$ cat config.mk
export PLATFORM = sky130hd
export DESIGN_NAME = irq_source_logic
export DESIGN_NICKNAME = d
export VERILOG_FILES = /design/src/inc/irq_src_pkg.sv /design/src/verilog/flag_bank.sv /design/src/verilog/int_delay_timer.sv /design/src/verilog/irq_source_logic.sv
export SDC_FILE = /design/constraint.sdc
export NUM_CORES = 1
export LEC_CHECK = 0
export ABC_CLOCK_PERIOD_IN_PS = 5400
export BUFFER_PORTS_ARGS = -buffer_cell sky130_fd_sc_hd__buf_4
export CAP_MARGIN = 10
export CORE_UTILIZATION = 30
export CTS_BUF_LIST = sky130_fd_sc_hd__clkbuf_16
export CTS_CLUSTER_DIAMETER = 120
export DETAILED_ROUTE_END_ITERATION = 8
export GPL_ROUTABILITY_DRIVEN = 1
export SYNTH_ARGS = -nofsm -noshare
export SYNTH_HDL_FRONTEND = slang
export SYNTH_SLANG_ARGS = --single-unit
$ cat constraint.sdc
create_clock -name sys_clk -period 5.4 [get_ports sys_clk]
set_clock_uncertainty 0.1 [all_clocks]
set_input_delay 1.08 -clock sys_clk [delete_from_list [all_inputs] [get_ports sys_clk]]
set_output_delay 1.08 -clock sys_clk [all_outputs]
set_load 0.05 [all_outputs]
$ cat src/inc/irq_src_pkg.sv
/*
  Constants and types for the interrupt source logic: status bit
  positions, pin routing masks, delay timer length.
  Assumes a single 100 MHz clock domain.
*/
package irq_src_pkg;
  // ****************************************
  // Widths and clock
  // ****************************************
  localparam int HV_PINS = 8;
  localparam int FIX_FLAGS = 16;
  localparam int CLK_PERIOD_NS = 10;
  // Interrupt delay time in microseconds, cycles derived
  localparam int INT_DELAY_US = 128;
  localparam int INT_DELAY_CYC = (INT_DELAY_US * 1000) / CLK_PERIOD_NS;

  // ****************************************
  // Fixed flag positions
  // ****************************************
  localparam int B_WDOG = 0;
  localparam int B_SERIAL = 1;
  localparam int B_OTEMP = 2;
  localparam int B_PWRON = 3;
  localparam int B_OVSD = 4;
  localparam int B_MAIN_UV = 5;
  localparam int B_AUX_UV = 6;
  localparam int B_AUX_OV = 7;
  localparam int B_BATT_UV = 8;
  localparam int B_BATT_OV = 9;
  localparam int B_SWITCH = 10;
  localparam int B_CAN_WAKE = 11;
  localparam int B_CAN_FAIL = 12;
  localparam int B_LIN_A = 13;
  localparam int B_LIN_B = 14;
  localparam int B_SILENCE = 15;
  localparam int B_PN_ERR = 16;
  localparam int SYS_FLAGS = 17;

  // Sources without an enable bit
  localparam logic [SYS_FLAGS-1:0] ALWAYS_ON_MASK = 17'h10019;
  // Sources that also drive the critical pin
  localparam logic [SYS_FLAGS-1:0] CRITICAL_MASK = 17'h00734;
  localparam logic [SYS_FLAGS-1:0] FLAGS_RESET = 17'h00000;

  typedef enum logic [2:0] {
    DLY_IDLE = 3'h1,
    DLY_RUN = 3'h2,
    DLY_HOLD = 3'h4
  } dly_state_t;
endpackage

$ cat src/verilog/flag_bank.sv
/*
  Bank of sticky flags: set on enabled event, cleared by write-one.
  Assumes events and clear strobes are synchronous to sys_clk.
*/
`timescale 1ns/1ps
module flag_bank #(
  parameter int WIDTH = 8
) (
  input wire logic sys_clk,
  input wire logic rst_sync_n,
  input wire logic [WIDTH-1:0] event_in,
  input wire logic [WIDTH-1:0] enable_in,
  input wire logic [WIDTH-1:0] clear_in,
  output logic [WIDTH-1:0] flags
);
  logic [WIDTH-1:0] flags_nxt;

  // ****************************************
  // Per-bit set/clear, set wins over clear
  // ****************************************
  genvar i;
  generate
    for (i = 0; i < WIDTH; i = i + 1)
    begin : g_bit
      always_comb
      begin
        flags_nxt[i] = flags[i] & ~clear_in[i]; // [RULE23]
        if (event_in[i] && enable_in[i])
        begin
          flags_nxt[i] = 1'b1; // [RULE27]
        end
      end
    end
  endgenerate

  // Register flags
  always_ff @(posedge sys_clk or negedge rst_sync_n)
  begin
    if (!rst_sync_n)
    begin
      flags <= '0;
    end
    else
    begin
      flags <= flags_nxt;
    end
  end
endmodule

$ cat src/verilog/int_delay_timer.sv
/*
  Interrupt delay timer: runs after a clear, stopped by reset pin low.
  Assumes start and stop are synchronous single-cycle or level inputs.
*/
`timescale 1ns/1ps
module int_delay_timer
  import irq_src_pkg::*;
#(
  parameter int DELAY_CYC = INT_DELAY_CYC
) (
  input wire logic sys_clk,
  input wire logic rst_sync_n,
  input wire logic start,
  input wire logic stop,
  output logic running
);
  localparam int CW = $clog2(DELAY_CYC + 1);
  localparam logic [CW-1:0] LAST = CW'(DELAY_CYC - 1);
  dly_state_t state_r, state_nxt;
  logic [CW-1:0] count_r, count_nxt;

  // Timer state and count
  always_comb
  begin
    state_nxt = state_r;
    count_nxt = count_r;
    case (state_r)
      DLY_IDLE:
      begin
        if (start && !stop)
        begin
          state_nxt = DLY_RUN;
          count_nxt = '0;
        end
      end
      DLY_RUN:
      begin
        if (stop)
        begin
          state_nxt = DLY_IDLE; // [RULE25]
        end
        else if (start)
        begin
          count_nxt = '0;
        end
        else if (count_r == LAST)
        begin
          state_nxt = DLY_IDLE;
        end
        else
        begin
          count_nxt = count_r + 1'b1;
        end
      end
      default:
      begin
        state_nxt = DLY_IDLE;
      end
    endcase
  end

  // Register timer
  always_ff @(posedge sys_clk or negedge rst_sync_n)
  begin
    if (!rst_sync_n)
    begin
      state_r <= DLY_IDLE;
      count_r <= '0;
    end
    else
    begin
      state_r <= state_nxt;
      count_r <= count_nxt;
    end
  end

  assign running = (state_r == DLY_RUN);
endmodule

$ cat src/verilog/irq_source_logic.sv
/*
  Interrupt source logic: qualifies event sources, latches status
  flags, drives two active-low interrupt pins and holds bus receive
  pins low after bus wake-ups.
  Assumes all inputs synchronous to sys_clk; clear strobes are
  one-cycle write-one pulses from the serial register interface.
*/
`timescale 1ns/1ps

// Overview of operation
// RULE1: Watchdog, partial-net error, power-on, overvoltage shutdown cannot be masked.
// RULE2: Bus wake-up drives its receive pin low until its flag clears.
// RULE3: CAN fail flag when CAN supply or CAN fault status set; first pin.
// RULE4: CAN wake flag on wake event outside Active mode; first pin.
// RULE5: CAN silence flag on silence timeout; first pin.
// RULE6: Each LIN wake flag on wake outside Active mode; first pin.
// RULE7: Watchdog fail flag on overflow in Timeout mode; first pin.
// RULE8: Overflow while watchdog flag pending requests a reset.
// RULE9: Overtemperature warning drives both pins.
// RULE10: Partial-net error frame sets flag on first pin.
// RULE11: Leaving Off mode sets power-on flag; first pin.
// RULE12: Illegal codes, locked write or bad clock count set serial flag.
// RULE13: Main regulator undervoltage on both pins, not in Sleep.
// RULE14: Secondary supply undervoltage on first pin.
// RULE15: Secondary supply overvoltage on first pin.
// RULE16: Battery monitor undervoltage on both pins.
// RULE17: Battery monitor overvoltage on both pins.
// RULE18: Overvoltage shutdown into Overload sets flag on both pins.
// RULE19: Any switcher state change sets flag on both pins.
// RULE20: Open load with driver active sets per-pin flag; first pin.
// RULE21: Short with driver active sets per-pin flag; first pin.
// RULE22: Wake-input edges set per-pin rise and fall flags; first pin.
// RULE23: Write one clears a flag; zero leaves it; many at once.
// RULE24: Pins low while anything pending; high once all clear.
// RULE25: Clear releases first pin for delay; critical pin immediate.
// RULE26: Any interrupt in low-power mode requests a wake-up.
// RULE27: Flags latch only when enabled or always-on, held until cleared.
module irq_source_logic
  import irq_src_pkg::*;
#(
  parameter int NUM_HV = irq_src_pkg::HV_PINS,
  parameter int DELAY_CYC = irq_src_pkg::INT_DELAY_CYC
) (
  input wire logic sys_clk,
  input wire logic rst_n,
  input wire logic reset_out_n,
  input wire logic low_power_mode,
  input wire logic sleep_mode,
  input wire logic can_active,
  input wire logic lin_a_active,
  input wire logic lin_b_active,
  input wire logic can_wake_evt,
  input wire logic lin_a_wake_evt,
  input wire logic lin_b_wake_evt,
  input wire logic can_supply_stat,
  input wire logic can_fault_stat,
  input wire logic can_silence_evt,
  input wire logic watchdog_overflow,
  input wire logic watchdog_timeout_mode,
  input wire logic overtemp_evt,
  input wire logic partial_net_err_evt,
  input wire logic off_mode_exit,
  input wire logic bad_watchdog_mode_code,
  input wire logic bad_watchdog_period_code,
  input wire logic bad_op_mode_code,
  input wire logic locked_reg_write,
  input wire logic serial_frame_done,
  input wire logic [5:0] serial_bit_count,
  input wire logic main_reg_under,
  input wire logic main_reg_reset_thresh,
  input wire logic aux_supply_under,
  input wire logic aux_supply_over,
  input wire logic batt_mon_under,
  input wire logic batt_mon_over,
  input wire logic overload_entry,
  input wire logic switcher_state,
  input wire logic [NUM_HV-1:0] hv_driver_active,
  input wire logic [NUM_HV-1:0] hv_wake_input,
  input wire logic [NUM_HV-1:0] hv_open_load_evt,
  input wire logic [NUM_HV-1:0] hv_short_evt,
  input wire logic [NUM_HV-1:0] hv_rise_evt,
  input wire logic [NUM_HV-1:0] hv_fall_evt,
  input wire logic [SYS_FLAGS-1:0] sys_enable,
  input wire logic [NUM_HV-1:0] hv_open_load_en,
  input wire logic [NUM_HV-1:0] hv_short_en,
  input wire logic [NUM_HV-1:0] hv_rise_en,
  input wire logic [NUM_HV-1:0] hv_fall_en,
  input wire logic [SYS_FLAGS-1:0] sys_clear,
  input wire logic [NUM_HV-1:0] hv_open_load_clear,
  input wire logic [NUM_HV-1:0] hv_short_clear,
  input wire logic [NUM_HV-1:0] hv_rise_clear,
  input wire logic [NUM_HV-1:0] hv_fall_clear,
  output logic [SYS_FLAGS-1:0] sys_flags_out,
  output logic [NUM_HV-1:0] hv_pin_open_load_flag,
  output logic [NUM_HV-1:0] hv_pin_short_flag,
  output logic [NUM_HV-1:0] hv_pin_rise_flag,
  output logic [NUM_HV-1:0] hv_pin_fall_flag,
  output logic irq_out_all_n,
  output logic irq_out_critical_n,
  output logic can_rx_pin_low,
  output logic lin_a_rx_pin_low,
  output logic lin_b_rx_pin_low,
  output logic watchdog_reset_req,
  output logic wake_req
);
  // ****************************************
  // Reset synchroniser
  // ****************************************
  logic rst_meta_r, rst_sync_n;

  always_ff @(posedge sys_clk or negedge rst_n)
  begin
    if (!rst_n)
    begin
      rst_meta_r <= 1'b0;
      rst_sync_n <= 1'b0;
    end
    else
    begin
      rst_meta_r <= 1'b1;
      rst_sync_n <= rst_meta_r;
    end
  end

  // ****************************************
  // Source qualification
  // ****************************************
  logic [SYS_FLAGS-1:0] sys_evt, sys_en_eff, sys_flags;
  logic [NUM_HV-1:0] ol_flags, sc_flags, re_flags, fe_flags;
  logic switcher_prev_r, can_fail_prev_r, bad_count;
  logic [NUM_HV-1:0] ol_evt, sc_evt, re_evt, fe_evt;

  // Previous values for change and edge detection
  always_ff @(posedge sys_clk or negedge rst_sync_n)
  begin
    if (!rst_sync_n)
    begin
      switcher_prev_r <= 1'b0;
      can_fail_prev_r <= 1'b0;
    end
    else
    begin
      switcher_prev_r <= switcher_state;
      can_fail_prev_r <= can_supply_stat | can_fault_stat;
    end
  end

  // Only 16, 24 and 32 clock transfers are legal
  assign bad_count = serial_frame_done && (serial_bit_count != 6'h10)
    && (serial_bit_count != 6'h18) && (serial_bit_count != 6'h20); // [RULE12]

  // System, supply and transceiver events
  always_comb
  begin
    sys_evt = '0;
    sys_evt[B_WDOG] = watchdog_overflow & watchdog_timeout_mode; // [RULE7]
    sys_evt[B_SERIAL] = bad_watchdog_mode_code | bad_watchdog_period_code
      | bad_op_mode_code | locked_reg_write | bad_count; // [RULE12]
    sys_evt[B_OTEMP] = overtemp_evt; // [RULE9]
    sys_evt[B_PWRON] = off_mode_exit; // [RULE11]
    sys_evt[B_OVSD] = overload_entry; // [RULE18]
    // Threshold select ignored; no event in Sleep
    sys_evt[B_MAIN_UV] = main_reg_under & ~sleep_mode; // [RULE13]
    sys_evt[B_AUX_UV] = aux_supply_under; // [RULE14]
    sys_evt[B_AUX_OV] = aux_supply_over; // [RULE15]
    sys_evt[B_BATT_UV] = batt_mon_under; // [RULE16]
    sys_evt[B_BATT_OV] = batt_mon_over; // [RULE17]
    sys_evt[B_SWITCH] = switcher_state ^ switcher_prev_r; // [RULE19]
    sys_evt[B_CAN_WAKE] = can_wake_evt & ~can_active; // [RULE4]
    sys_evt[B_CAN_FAIL] = (can_supply_stat | can_fault_stat) & ~can_fail_prev_r; // [RULE3]
    sys_evt[B_LIN_A] = lin_a_wake_evt & ~lin_a_active; // [RULE6]
    sys_evt[B_LIN_B] = lin_b_wake_evt & ~lin_b_active; // [RULE6]
    sys_evt[B_SILENCE] = can_silence_evt; // [RULE5]
    sys_evt[B_PN_ERR] = partial_net_err_evt; // [RULE10]
  end

  assign sys_en_eff = sys_enable | ALWAYS_ON_MASK; // [RULE1]
  assign ol_evt = hv_open_load_evt & hv_driver_active; // [RULE20]
  assign sc_evt = hv_short_evt & hv_driver_active; // [RULE21]
  assign re_evt = hv_rise_evt & hv_wake_input; // [RULE22]
  assign fe_evt = hv_fall_evt & hv_wake_input; // [RULE22]

  // ****************************************
  // Status flag banks
  // ****************************************
  flag_bank #(.WIDTH(SYS_FLAGS)) u_sys (
    .sys_clk(sys_clk), .rst_sync_n(rst_sync_n), .event_in(sys_evt),
    .enable_in(sys_en_eff), .clear_in(sys_clear), .flags(sys_flags));
  flag_bank #(.WIDTH(4 * NUM_HV)) u_hv (
    .sys_clk(sys_clk), .rst_sync_n(rst_sync_n),
    .event_in({ol_evt, sc_evt, re_evt, fe_evt}),
    .enable_in({hv_open_load_en, hv_short_en, hv_rise_en, hv_fall_en}),
    .clear_in({hv_open_load_clear, hv_short_clear, hv_rise_clear, hv_fall_clear}),
    .flags({ol_flags, sc_flags, re_flags, fe_flags}));

  // ****************************************
  // Pin logic and delay timer
  // ****************************************
  logic any_pending, crit_pending, any_clear, dly_running;
  logic wd_reset_nxt;

  assign any_pending = (sys_flags != '0) | (ol_flags != '0) | (sc_flags != '0)
    | (re_flags != '0) | (fe_flags != '0);
  assign crit_pending = (sys_flags & CRITICAL_MASK) != '0;
  assign any_clear = (sys_clear != '0) | (hv_open_load_clear != '0)
    | (hv_short_clear != '0) | (hv_rise_clear != '0) | (hv_fall_clear != '0);
  assign wd_reset_nxt = watchdog_overflow & watchdog_timeout_mode & sys_flags[B_WDOG]; // [RULE8]

  int_delay_timer #(.DELAY_CYC(DELAY_CYC)) u_dly (
    .sys_clk(sys_clk), .rst_sync_n(rst_sync_n), .start(any_clear),
    .stop(~reset_out_n), .running(dly_running));

  // Output registers
  always_ff @(posedge sys_clk or negedge rst_sync_n)
  begin
    if (!rst_sync_n)
    begin
      irq_out_all_n <= 1'b1;
      irq_out_critical_n <= 1'b1;
      can_rx_pin_low <= 1'b0;
      lin_a_rx_pin_low <= 1'b0;
      lin_b_rx_pin_low <= 1'b0;
      watchdog_reset_req <= 1'b0;
      wake_req <= 1'b0;
      sys_flags_out <= FLAGS_RESET;
      hv_pin_open_load_flag <= '0;
      hv_pin_short_flag <= '0;
      hv_pin_rise_flag <= '0;
      hv_pin_fall_flag <= '0;
    end
    else
    begin
      irq_out_all_n <= ~(any_pending & ~dly_running & ~any_clear); // [RULE24] [RULE25]
      irq_out_critical_n <= ~crit_pending; // [RULE24] [RULE9]
      can_rx_pin_low <= sys_flags[B_CAN_WAKE]; // [RULE2]
      lin_a_rx_pin_low <= sys_flags[B_LIN_A]; // [RULE2]
      lin_b_rx_pin_low <= sys_flags[B_LIN_B]; // [RULE2]
      watchdog_reset_req <= wd_reset_nxt; // [RULE8]
      wake_req <= any_pending & low_power_mode; // [RULE26]
      sys_flags_out <= sys_flags;
      hv_pin_open_load_flag <= ol_flags;
      hv_pin_short_flag <= sc_flags;
      hv_pin_rise_flag <= re_flags;
      hv_pin_fall_flag <= fe_flags;
    end
  end
endmodule

==> flow_summary.json <==
{
  "slew-limit-headroom_pct": 46.56,
  "cts_hold_buf": 0,
  "hold_violations": 0,
  "powerDensity_nw_per_um2": 339.4,
  "path_class": "input pin to register",
  "synthTopCellsByArea": "dfrtp_1, inv_1, o21ai_0",
  "fin_setup_tns_ns": 0,
  "port_buffers": 234,
  "drtIter0Drc": 149,
  "clk_latency_ns": 0.42,
  "grt.busiest_layer": "met2",
  "finish.instance_area_sq_um": 7156,
  "io_pins": 240,
  "die_y_um": 126.5,
  "drv_slew": 0,
  "gp_congestion": 0.8173,
  "grt_use_met1_pct": 20.97,
  "start_util_pct": 30.70,
  "period_share_pct": 53.61,
  "chipWidth_um": 126.5,
  "finalNonFillerCells": 858,
  "grt_usage_pct": 17.73,
  "ys_types": 47,
  "max_freq_mhz": 345.4,
  "post-route-min-period_ns": 2.895,
  "grt_use_met3_pct": 5.736,
  "wl_per_cell_um": 16.08,
  "dp.cells": 826,
  "grt_max_degree": 62,
  "synth_seq_cells": 122,
  "synth_warnings": 0,
  "cts_buffers": 17,
  "synth_area_per_cell_sq_um": 11.34,
  "synth_top_area_share_pct": 64.05,
  "tightest_slew_ns": 0.8016,
  "syn_nets": 595,
  "ys_async_sr_fraction_pct": 100.0,
  "status": "finished clean",
  "place_hpwl_um": 10800,
  "cp_slowest_stage_delay_ns": 0.60,
  "drive_above_1_share_pct": 42.84,
  "ys.flop_type": "dfrtp_1",
  "synth_edf_count": 0,
  "grt_overflow": 0,
  "nets": 842,
  "placed_area_sq_um": 6605,
  "synth.cell_area_sq_um": 4649,
  "grt_use_met2_pct": 30.26,
  "cp_cell_sequence": "buf_4, nor4_1, nand4_1, nor4_2, a21oi_2, o21ai_0",
  "cap_violations": 0,
  "ir_worst_vdd_uv": 209.5,
  "slowest_stage": "nor4_1",
  "syn_inst": 410,
  "ys_seq_area_share_pct": 65.74,
  "cts_sinks": 122,
  "grt_pass1_wl_um": 20970,
  "yosysMostFrequentCell": "dfrtp_1",
  "setup_viol": 0,
  "post_cts_buffers": 0,
  "finalPower_w": 0.002428,
  "die_area_sq_um": 16000,
  "ctsResizeCount": 0,
  "path_delay_family": "simple AND/OR/NAND/NOR gates",
  "synth_common_cells": "dfrtp_1, inv_1, o21ai_0",
  "cts_max_path_buffers": 2,
  "critical_path_arrival_ns": 3.12,
  "cp_max_fo": 16,
  "diodes": 0,
  "start_kind": "input pin",
  "drt_first_pass_iters": 4,
  "required_ns": 5.62,
  "antenna_left": 0,
  "area_growth_syn_to_layout_pct": 53.90,
  "path_buf_inv": 1,
  "cts_tree": "yes",
  "p_leak_nw": 3.499,
  "core-area_sq_um": 15150,
  "first_global_vias": 3996,
  "holdCritPathClass": "register to register",
  "end_kind": "register",
  "clk_pin_slew_worst_paths_ns": 0.05,
  "wl_um": 13800,
  "cts_root_buffer": "clkbuf_16",
  "antenna_found_initial": 0,
  "vias_per_cell": 4.667,
  "cts-htree-levels": 4,
  "drc_errors": 0,
  "vias": 4004,
  "grt_setup_unrepaired": "false",
  "yosys.area.top_type": "dfrtp_1",
  "std_cell_rows": 45
}
==> report_power, final <==
group	total, W	switching, W	internal, W
logic	0.000357	0.000208	0.000149
registers	0.00102	0.0000449	0.000979
clock network	0.00105	0.000418	0.000629
==> cells by family after synthesis <==
kind of cell / Yosys count / synth area share (%)
fa+ha+maj: 1 / 0.2691
simple gates: 128 / 16.04
mux: 1 / 0.2153
flops: 122 / 65.74
compound gates: 88 / 11.44
xor+xnor: 1 / 0.1884
buf+inv: 68 / 6.028
other cells: 1 / 0.08065
==> state kept, by name, summed over array words and instances (netlist names) <==
register / flops
can_fail_prev_r: 1
hv_pin_fall_flag: 8
hv_pin_open_load_flag: 8
hv_pin_rise_flag: 8
hv_pin_short_flag: 8
irq_out_all_n: 1
irq_out_critical_n: 1
rst_meta_r: 1
rst_sync_n: 1
switcher_prev_r: 1
sys_flags_out: 17
u_dly.count_r: 14
u_dly.state_r: 2
u_hv.flags: 32
u_sys.flags: 17
wake_req: 1
watchdog_reset_req: 1
==> final timing paths <==
check / start / end / slack (ns) / cells after the start
worst max-delay path: sys_clear[0] / u_dly.count_r[1] / 2.51 / 6
worst min-delay path: rst_meta_r / rst_sync_n / 0.25 / 0
worst max register to register: u_dly.count_r[0] / u_dly.count_r[1] / 3.27 / 5
worst min register to register: rst_meta_r / rst_sync_n / 0.25 / 0
max in group asynchronous: rst_sync_n / hv_pin_rise_flag[6] / 3.64 / 1
min in group asynchronous: rst_sync_n / u_sys.flags[12] / 0.31 / 0
==> layer usage <==
layer  part of all wire (%)  vias up
met4                    1.2        0
met1                     40     1900
met3                    7.5       18
li1                       -     1926
met2                     52      160
met5                      0        -
==> placed cells by master, fill, tap and decap left out, types with 8 or more instances in the layout <==
cell and n:
dfrtp_1 118, inv_1 60, nand3_1 43, nor4_1 15
o21ai_0 45, nand2_1 17, nor2_1 14, clkbuf_16 17
a31oi_1 8, nor4_2 9, buf_4 236
==> layout make-up <==
cell class,instances,area (sq um)
repair buffers,236,1772
multi-input cells,220,1313
well taps,188,235.2
inverters,60,225.2
clock buffers,17,425.4
fillers,1419,7990
clock inverters,15,125.1
flip-flops and latches,122,3060
==> metrics by stage <==
step                      utilization, %  worst slack, ns  hold slack, ns
after CTS                          47.24            2.524          0.2501
after detailed placement           43.61            2.080          0.2373
after global placement             43.61            2.115          0.2343
after global routing               47.24            2.434          0.2543
after floorplan                        -            1.655          0.2312
final                              47.24            2.505          0.2481
(Power assumes the default switching activity.)
